File: src/design/rss_cfg.svh
// Constants for the rotate, subtract and skip execution slice
`ifndef RSS_CFG_SVH
`define RSS_CFG_SVH
`define RSS_ACC_RST     8'h00
`define RSS_FLAG_RST    4'h0
`define RSS_ALL_ONES    8'hFF
`define RSS_SKIP_CYCLES 2
`define RSS_FLAG_C      0
`define RSS_FLAG_NIBBLE_CARRY 1
`define RSS_FLAG_Z            2
`define RSS_FLAG_SIGNED_RANGE 3
`endif

File: src/design/rss_pkg.sv
// Types for the rotate, subtract and skip execution slice
package rss_pkg;
    typedef enum logic [4:0] {
        RSS_OP_NONE           = 5'h00,
        RSS_OP_ROTL_C_MEM     = 5'h01,
        RSS_OP_ROTL_C_ACC     = 5'h02,
        RSS_OP_ROTR_MEM       = 5'h03,
        RSS_OP_ROTR_ACC       = 5'h04,
        RSS_OP_ROTR_C_MEM     = 5'h05,
        RSS_OP_ROTR_C_ACC     = 5'h06,
        RSS_OP_BSUB_ACC       = 5'h07,
        RSS_OP_BSUB_MEM       = 5'h08,
        RSS_OP_SUB_ACC        = 5'h09,
        RSS_OP_SUB_MEM        = 5'h0A,
        RSS_OP_SUB_IMM        = 5'h0B,
        RSS_OP_DSZ_MEM        = 5'h0C,
        RSS_OP_DSZ_ACC        = 5'h0D,
        RSS_OP_ISZ_MEM        = 5'h0E,
        RSS_OP_ISZ_ACC        = 5'h0F,
        RSS_OP_SET_BYTE       = 5'h10,
        RSS_OP_SET_BIT        = 5'h11,
        RSS_OP_BIT_HIGH_SKIP  = 5'h12,
        RSS_OP_SWAP           = 5'h13
    } rss_op_t;

    // One instruction handed over by the decoder
    typedef struct packed {
        logic       valid;
        rss_op_t    op;
        logic [7:0] mem;
        logic [7:0] imm;
        logic [2:0] bit_sel;
    } rss_req_t;

    // Flag bits held by this slice
    typedef struct packed {
        logic signed_range;
        logic z;
        logic nibble_carry;
        logic c;
    } rss_flags_t;

    // Write-back to data memory
    typedef struct packed {
        logic       we;
        logic [7:0] data;
    } rss_mem_wr_t;

    typedef enum logic [1:0] {
        RSS_ST_RUN  = 2'b01,
        RSS_ST_IDLE = 2'b10
    } rss_state_t;
endpackage

File: src/design/rss_exec.sv
// Execution slice for rotates, subtraction, skips, set and swap
`timescale 1ns/1ps
`include "rss_cfg.svh"

// Function
// - rotate-left-through-carry on memory: C into bit 0, bit 7 to C.
// - same rotation into accumulator, carry updated, memory untouched.
// - plain rotate right on memory, bit 0 wraps to 7, flags kept.
// - plain rotate right into accumulator, memory and flags kept.
// - rotate-right-through-carry on memory: C into bit 7, bit 0 to C.
// - same right rotation into accumulator, carry updated, memory kept.
// - borrow subtract: acc + ~mem + C, all four arithmetic flags.
// - subtract memory: acc + ~mem + 1 to acc or memory, four flags.
// - subtract immediate: acc + ~imm + 1 into acc, four flags.
// - decrement memory, write back, skip on zero, no flags.
// - decrement into accumulator, memory kept, skip on zero.
// - a skip discards the prefetched word and adds one idle cycle.
// - increment memory, write back, skip on zero, no flags.
// - increment into accumulator, memory kept, skip on zero.
// - byte set writes all ones to memory, flags kept.
// - bit set forces only the chosen bit high, flags kept.
// - skip when the chosen memory bit is one, flags kept.
// - swap nibbles of the memory byte in place, flags kept.
module rss_exec #(
    parameter int DATA_W = 8
) (
    input  wire logic                 sys_clk,
    input  wire logic                 rst_n,
    input  wire logic                 clk_en,
    input  wire rss_pkg::rss_req_t    req,
    input  wire logic [7:0]           acc_in,
    output logic                      req_ready,
    output logic [7:0]                acc_q,
    output rss_pkg::rss_flags_t       flags_q,
    output rss_pkg::rss_mem_wr_t      mem_wr_q,
    output logic                      discard_fetch_q
);
    import rss_pkg::*;

    // The carrier structs fix the byte width, so only eight is served
    if (DATA_W != 8) begin : g_width_check
        $error("rss_exec serves only a data width of eight");
    end

    rss_state_t  state_q;
    rss_flags_t  flags_d;
    logic [7:0]  res;
    logic        to_acc;
    logic        to_mem;
    logic        skip;
    logic [8:0]  sum;
    logic [4:0]  low_sum;
    logic [7:0]  opnd;
    logic        cin;
    logic        go;
    logic [7:0]  bit_mask;

    // Accepted only while running; the idle slot refuses decode
    assign req_ready = (state_q == RSS_ST_RUN);
    assign go        = clk_en && req.valid && req_ready;

    // One decoder per bit keeps the bit-set path free of a variable shift
    for (genvar b = 0; b < 8; b++) begin : g_bit_mask
        assign bit_mask[b] = (req.bit_sel == 3'(b));
    end

    // Shared adder for subtraction as add of complement
    always_comb begin
        opnd = (req.op == RSS_OP_SUB_IMM) ? ~req.imm : ~req.mem;
        cin  = (req.op == RSS_OP_BSUB_ACC || req.op == RSS_OP_BSUB_MEM)
               ? flags_q.c : 1'b1;
        sum     = {1'b0, acc_in} + {1'b0, opnd} + {8'h00, cin};
        low_sum = {1'b0, acc_in[3:0]} + {1'b0, opnd[3:0]} + {4'h0, cin};
    end

    // Result, destination, skip and flags for each operation
    always_comb begin
        res     = req.mem;
        to_acc  = 1'b0;
        to_mem  = 1'b0;
        skip    = 1'b0;
        flags_d = flags_q;
        unique case (req.op)
            RSS_OP_ROTL_C_MEM, RSS_OP_ROTL_C_ACC: begin
                res       = {req.mem[6:0], flags_q.c};
                flags_d.c = req.mem[7];
                to_mem    = (req.op == RSS_OP_ROTL_C_MEM);
                to_acc    = (req.op == RSS_OP_ROTL_C_ACC);
            end
            RSS_OP_ROTR_MEM, RSS_OP_ROTR_ACC: begin
                res    = {req.mem[0], req.mem[7:1]};
                to_mem = (req.op == RSS_OP_ROTR_MEM);
                to_acc = (req.op == RSS_OP_ROTR_ACC);
            end
            RSS_OP_ROTR_C_MEM, RSS_OP_ROTR_C_ACC: begin
                res       = {flags_q.c, req.mem[7:1]};
                flags_d.c = req.mem[0];
                to_mem    = (req.op == RSS_OP_ROTR_C_MEM);
                to_acc    = (req.op == RSS_OP_ROTR_C_ACC);
            end
            RSS_OP_BSUB_ACC, RSS_OP_BSUB_MEM, RSS_OP_SUB_ACC,
            RSS_OP_SUB_MEM, RSS_OP_SUB_IMM: begin
                // Signed overflow when operands agree and result differs
                res        = sum[7:0];
                flags_d.c  = sum[8];
                flags_d.nibble_carry = low_sum[4];
                flags_d.z  = (sum[7:0] == 8'h00);
                flags_d.signed_range = (acc_in[7] == opnd[7]) &&
                             (sum[7] != acc_in[7]);
                to_mem = (req.op == RSS_OP_BSUB_MEM ||
                          req.op == RSS_OP_SUB_MEM);
                to_acc = !to_mem;
            end
            RSS_OP_DSZ_MEM, RSS_OP_DSZ_ACC: begin
                res    = req.mem - 8'h01;
                skip   = (res == 8'h00);
                to_mem = (req.op == RSS_OP_DSZ_MEM);
                to_acc = (req.op == RSS_OP_DSZ_ACC);
            end
            RSS_OP_ISZ_MEM, RSS_OP_ISZ_ACC: begin
                res    = req.mem + 8'h01;
                skip   = (res == 8'h00);
                to_mem = (req.op == RSS_OP_ISZ_MEM);
                to_acc = (req.op == RSS_OP_ISZ_ACC);
            end
            RSS_OP_SET_BYTE: begin
                res    = `RSS_ALL_ONES;
                to_mem = 1'b1;
            end
            RSS_OP_SET_BIT: begin
                res    = req.mem | bit_mask;
                to_mem = 1'b1;
            end
            RSS_OP_BIT_HIGH_SKIP: begin
                skip = req.mem[req.bit_sel];
            end
            RSS_OP_SWAP: begin
                res    = {req.mem[3:0], req.mem[7:4]};
                to_mem = 1'b1;
            end
            default: begin
                res = req.mem;
            end
        endcase
    end

    // Accumulator load
    always_ff @(posedge sys_clk or negedge rst_n) begin
        if (!rst_n) begin
            acc_q <= `RSS_ACC_RST;
        end else if (go && to_acc) begin
            acc_q <= res;
        end
    end

    // Flags; only carry and arithmetic ops change them
    always_ff @(posedge sys_clk or negedge rst_n) begin
        if (!rst_n) begin
            flags_q <= `RSS_FLAG_RST;
        end else if (go) begin
            flags_q <= flags_d;
        end
    end

    // Memory write-back is registered and shows on mem_wr_q one cycle after the op is accepted
    always_ff @(posedge sys_clk or negedge rst_n) begin
        if (!rst_n) begin
            mem_wr_q <= '0;
        end else if (clk_en) begin
            mem_wr_q.we   <= go && to_mem;
            mem_wr_q.data <= res;
        end
    end

    // Skip inserts one idle slot, so a skipping op spans two cycles
    always_ff @(posedge sys_clk or negedge rst_n) begin
        if (!rst_n) begin
            state_q         <= RSS_ST_RUN;
            discard_fetch_q <= 1'b0;
        end else if (clk_en) begin
            unique case (state_q)
                RSS_ST_RUN: begin
                    discard_fetch_q <= go && skip;
                    if (go && skip) begin
                        state_q <= RSS_ST_IDLE;
                    end
                end
                RSS_ST_IDLE: begin
                    discard_fetch_q <= 1'b0;
                    state_q         <= RSS_ST_RUN;
                end
                default: begin
                    discard_fetch_q <= 1'b0;
                    state_q         <= RSS_ST_RUN;
                end
            endcase
        end
    end

    // Checks: skip timing, one idle slot and no more
    chk_skip_idle_slot: assert property (@(posedge sys_clk)
        disable iff (!rst_n) (go && skip) |=> !req_ready && discard_fetch_q)
        else $error("skip did not insert an idle slot");
    chk_idle_release: assert property (@(posedge sys_clk)
        disable iff (!rst_n) (!req_ready && clk_en)
        |=> req_ready && !discard_fetch_q)
        else $error("idle slot lasted more than one cycle");
    // A low enable must hold every result register
    chk_enable_freeze: assert property (@(posedge sys_clk)
        disable iff (!rst_n) !clk_en |=> $stable(acc_q) && $stable(flags_q)
        && $stable(mem_wr_q) && $stable(discard_fetch_q))
        else $error("state moved while the enable was low");
    chk_noskip_ready: assert property (@(posedge sys_clk)
        disable iff (!rst_n) (go && !skip) |=> req_ready)
        else $error("non-skipping op stalled");
    chk_mem_kept: assert property (@(posedge sys_clk)
        disable iff (!rst_n) (go && to_acc) |=> !mem_wr_q.we)
        else $error("accumulator form wrote memory");
    // Rotates: carry source and untouched operands
    chk_left_carry_bit: assert property (@(posedge sys_clk)
        disable iff (!rst_n) (go && req.op == RSS_OP_ROTL_C_MEM)
        |=> flags_q.c == $past(req.mem[7]))
        else $error("carry not taken from bit 7");
    chk_right_carry_bit: assert property (@(posedge sys_clk)
        disable iff (!rst_n) (go && req.op == RSS_OP_ROTR_C_MEM)
        |=> flags_q.c == $past(req.mem[0]))
        else $error("carry not taken from bit 0");
    chk_rotate_flags: assert property (@(posedge sys_clk)
        disable iff (!rst_n) (go && req.op == RSS_OP_ROTR_MEM)
        |=> $stable(flags_q) && mem_wr_q.we)
        else $error("plain rotate touched flags");
    chk_right_acc: assert property (@(posedge sys_clk)
        disable iff (!rst_n) (go && req.op == RSS_OP_ROTR_ACC)
        |=> acc_q == {$past(req.mem[0]), $past(req.mem[7:1])}
        && !mem_wr_q.we)
        else $error("rotate right into accumulator wrong");
    chk_right_carry_acc: assert property (@(posedge sys_clk)
        disable iff (!rst_n) (go && req.op == RSS_OP_ROTR_C_ACC)
        |=> flags_q.c == $past(req.mem[0]) && !mem_wr_q.we)
        else $error("carry rotate into accumulator wrong");
    // Subtraction results, checked as plain differences
    chk_borrow_acc: assert property (@(posedge sys_clk)
        disable iff (!rst_n) (go && req.op == RSS_OP_BSUB_ACC)
        |=> acc_q == 8'($past(acc_in) - $past(req.mem)
                        - {7'h00, !$past(flags_q.c)}))
        else $error("borrow subtract result wrong");
    chk_sub_mem_data: assert property (@(posedge sys_clk)
        disable iff (!rst_n) (go && req.op == RSS_OP_SUB_MEM)
        |=> mem_wr_q.we && mem_wr_q.data == 8'($past(acc_in) - $past(req.mem)))
        else $error("subtract to memory wrong");
    chk_sub_imm_zero: assert property (@(posedge sys_clk)
        disable iff (!rst_n) (go && req.op == RSS_OP_SUB_IMM)
        |=> flags_q.z == ($past(acc_in) == $past(req.imm))
        && acc_q == 8'($past(acc_in) - $past(req.imm)))
        else $error("subtract immediate wrong");
    // Step-and-skip results and flag silence
    chk_dec_write: assert property (@(posedge sys_clk)
        disable iff (!rst_n) (go && req.op == RSS_OP_DSZ_MEM)
        |=> mem_wr_q.we && mem_wr_q.data == 8'($past(req.mem) - 8'h01)
        && $stable(flags_q))
        else $error("decrement write-back wrong");
    chk_dec_acc: assert property (@(posedge sys_clk)
        disable iff (!rst_n) (go && req.op == RSS_OP_DSZ_ACC)
        |=> !mem_wr_q.we && acc_q == 8'($past(req.mem) - 8'h01))
        else $error("decrement into accumulator wrong");
    chk_inc_write: assert property (@(posedge sys_clk)
        disable iff (!rst_n) (go && req.op == RSS_OP_ISZ_MEM)
        |=> mem_wr_q.we && mem_wr_q.data == 8'($past(req.mem) + 8'h01)
        && $stable(flags_q))
        else $error("increment write-back wrong");
    chk_inc_acc: assert property (@(posedge sys_clk)
        disable iff (!rst_n) (go && req.op == RSS_OP_ISZ_ACC)
        |=> !mem_wr_q.we && acc_q == 8'($past(req.mem) + 8'h01))
        else $error("increment into accumulator wrong");
    chk_bit_set: assert property (@(posedge sys_clk)
        disable iff (!rst_n) (go && req.op == RSS_OP_SET_BIT)
        |=> mem_wr_q.we && mem_wr_q.data ==
        ($past(req.mem) | (8'h01 << $past(req.bit_sel))))
        else $error("bit set wrong");
    chk_bit_skip: assert property (@(posedge sys_clk)
        disable iff (!rst_n) (go && req.op == RSS_OP_BIT_HIGH_SKIP)
        |=> discard_fetch_q == $past(req.mem[req.bit_sel]) && !mem_wr_q.we)
        else $error("bit test skip wrong");
    chk_sub_borrow: assert property (@(posedge sys_clk)
        disable iff (!rst_n) (go && req.op == RSS_OP_SUB_ACC)
        |=> flags_q.c == ($past(acc_in) >= $past(req.mem)))
        else $error("subtract carry wrong");
    chk_set_byte: assert property (@(posedge sys_clk)
        disable iff (!rst_n) (go && req.op == RSS_OP_SET_BYTE)
        |=> mem_wr_q.we && mem_wr_q.data == 8'hFF)
        else $error("byte set did not write ones");
    chk_swap_data: assert property (@(posedge sys_clk)
        disable iff (!rst_n) (go && req.op == RSS_OP_SWAP)
        |=> mem_wr_q.data == {$past(req.mem[3:0]), $past(req.mem[7:4])})
        else $error("swap result wrong");
    cov_skip: cover property (@(posedge sys_clk) go && skip);
    cov_borrow_mem: cover property (@(posedge sys_clk)
        go && req.op == RSS_OP_BSUB_MEM);
    cov_bit_skip: cover property (@(posedge sys_clk)
        go && req.op == RSS_OP_BIT_HIGH_SKIP && skip);
    cov_frozen_idle: cover property (@(posedge sys_clk)
        !clk_en && !req_ready);
    cov_isz_wrap: cover property (@(posedge sys_clk)
        go && req.op == RSS_OP_ISZ_ACC && skip);
endmodule

File: config.mk
export PLATFORM = sky130hd
export DESIGN_NAME = rss_exec
export DESIGN_NICKNAME = d
export VERILOG_FILES = /design/src/design/rss_pkg.sv /design/src/design/rss_exec.sv
export VERILOG_INCLUDE_DIRS = /design/src /design/src/design
export SDC_FILE = /design/constraint.sdc
export NUM_CORES = 1
export LEC_CHECK = 0
export BUFFER_PORTS_ARGS = -buffer_cell sky130_fd_sc_hd__buf_2
export CAP_MARGIN = 20
export CORE_MARGIN = 2
export CORE_UTILIZATION = 55
export DETAILED_ROUTE_END_ITERATION = 12
export HOLD_SLACK_MARGIN = 0.15
export PLACE_DENSITY = 0.88
export SYNTH_ARGS = -nofsm -noshare
export SYNTH_HDL_FRONTEND = slang
export SYNTH_SLANG_ARGS = --single-unit
File: constraint.sdc
create_clock -name sys_clk -period 2.85 [get_ports sys_clk]
set_input_delay 0.1425 -clock sys_clk [delete_from_list [all_inputs] [get_ports sys_clk]]
set_output_delay 0.1425 -clock sys_clk [all_outputs]
set_load 0.01 [all_outputs]
==> metrics.txt <==
status completed; first-pass GRT wire length 12.9 mm; Seq/Total Area, Yosys 23.1%; Area contributors post-synth dfrtp_1 22%, ha_1 5.3%, mux2i_1 4.6%; die width 72.8 um; Async SR Flop Fraction 100%; vias in the first global route 2,689; met1 GRT Util 41.5%; setup repair bufs after CTS 0; Crit Path Class register to register; f_max 0.378 GHz; # diodes 0; GR Util met3 4.14%; initial antenna violation count 0; CP Cell Sequence nor2_1, nand2_1, fa_2, fa_2, a211oi_2, nor2_1, xor2_1, a221o_1, a211oi_2, o21ai_1; WL/cell 17.7 um; drt total wl 7.84 mm; clk sinks 24; Area Overhead vs Synth 21.1%; # port buffers 58; cell count after synthesis 327; Max-slew headroom 61.6%; worst path arrival time 2.78 ns; cts bufs inserted 3; layout cell share with drive strength beyond 1 30.1%; GRT overflow 0; post-route setup TNS 0 ns; final setup fails 0; EDFF count, synth 0; most common cell after layout, fill and taps aside buf_2; RSZ-0062 raised after global routing false; CTS tree done; area leader, netlist dfrtp_1; Setup crit end kind register; Synth Cell Area 2600 um2; share of the synthesized area in the top cell type 22.1%; Hold WC Path Type primary input to register; num ports 59; Min Hold Slack 0.226 ns; pin count of the biggest net entering global routing 30; CTS clock-pin slew for the worst setup and hold paths 0.08 ns; gr busiest metal met2; distinct cell type count after synthesis 59; maximum clock insertion buffer count 2; die height 72.8 um; DRC errors left 0; via count 2,909; DRT iter0 DRCs 372; Crit Path Max Fanout 5; Peak VDD IR 0.314 mV; slowest CP cell dfrtp_2; MaxCap Viol Count 0; Root Buffer clkbuf_8; Data required, critical path 2.99 ns; most frequent cells in the layout 58 x buf_2, 30 x nor2_1, 26 x buf_4; drt pass-1 iters 5; Hold Vio Cnt, Final 0; Synth Net Count 376; worst-margin pin slew 0.571 ns; post-route setup slack 0.205 ns; Die ar. 5300 um2; Synth Flop Type dfrtp_1; Detail Route Antenna Nets 0; Via density 6.57; HPWL Detailed 5.84 mm; FF+latch count, synth 24; CP Launch Type register; H-tree depth 1; Pins Over Slew Limit 0; Synth Warn # 0; FP Rows 25; placer congestion estimate 1.01; final worst path period need 2.65 ns; grt met2 use 51.3%; crit-path max cell delay 0.44 ns; GRT Resource Usage Total 30.5%; Initial Util 56.2%; final cell count without fillers 443; final net count 439; Synth Area per Inst 7.96 um2; post-layout total power 1.21 mW; worst skew pair latency 0.26 ns; Pleak 1.44 nW; dpl cells 438; Final Cycle Share 92.8%; Core ar. 4630 um2; Final Skew 0.00178 ns; Placement Setup Slack -0.150 ns; pwr dens 384 nW/um2
-- final cells by class --
type	count	area, um2
Inverter	7	26.3
Fill cell	358	1480
Clock buffer	4	55.1
Multi-Input combinational cell	269	1910
Sequential cell	24	603
Tap cell	54	67.6
Timing Repair Buffer	85	495
-- routing by layer --
layer	part of all wire [%]	up-vias
met3	8.2	20
met1	41	1359
met5	0	-
met2	49	177
li1	-	1353
met4	2.2	0
-- power breakdown --
part           leakage [nW]  internal [mW]  switching (mW)
clock network        0.0288          0.123           0.104
registers             0.296          0.403          0.0388
logic                  1.11          0.235           0.307
-- Yosys cell counts, types with 5 or more instances --
| master | count |
|---|---|
| nor2_1 | 30 |
| dfrtp_1 | 23 |
| nand2_1 | 23 |
| o21ai_0 | 20 |
| a21oi_1 | 17 |
| clkbuf_1 | 15 |
| mux2i_1 | 12 |
| nor3_1 | 12 |
| ha_1 | 11 |
| xor2_1 | 10 |
| buf_2 | 9 |
| nand3_1 | 9 |
| a31oi_1 | 8 |
| inv_1 | 7 |
| nand2b_1 | 7 |
| o22ai_1 | 7 |
| xnor2_1 | 7 |
| mux2_2 | 5 |
| nand4_1 | 5 |
| nor4_1 | 5 |
-- per-stage QoR --
| step | util, % | area (um2) |
|---|---|---|
| final | 68.1 | 3150 |
| after global routing | 68.1 | 3150 |
| after CTS | 67.9 | 3150 |
| after detailed placement | 66.5 | 3080 |
| after global placement | 66.5 | 3080 |
| after floorplan | - | 2690 |
-- worst paths after layout --
path / startpoint / endpoint / slack, ns / cells after the start
max: flags_q[0] / acc_q[4] / 0.20 / 10
min: clk_en / state_q[0] / 0.23 / 3
max reg2reg: flags_q[0] / acc_q[4] / 0.20 / 10
min reg2reg: acc_q[7] / acc_q[7] / 0.48 / 2
max in group asynchronous: rst_n / flags_q[0] / 2.09 / 2
min in group asynchronous: rst_n / mem_wr_q[1] / 0.38 / 2
-- worst max-delay path, delay by kind of cell, from the launching register on --
kind	cells	cell delay, ns
AOI/OAI and AO/OA	4	0.82
adders and majority gates	2	0.80
DFF	1	0.44
and+or+nand+nor	3	0.28
xor gates and xnor gates	1	0.17
-- state kept, by name (all words and copies together), names as in the netlist --
signal           count
acc_q                8
discard_fetch_q      1
flags_q              4
mem_wr_q             9
state_q              2
-- what timing repair did --
item,4_1_cts,5_1_grt
hold buffers,1,0
endpoints found under the setup margin,0,6
hold endpoints to repair,23,0
gates resized for setup,0,2
-- cells by family after synthesis --
family	Yosys count	synth area share [%]
AO/OA/AOI/OAI	100	26.3
buffers and inverters	34	5.91
multiplexers	18	7.64
adder cells (fa/ha/maj)	13	6.82
flip-flops	24	23.1
AND/OR/NAND/NOR	121	24.5
XOR/XNOR	17	5.72
No activity file was read; power rests on OpenSTA's default activity.
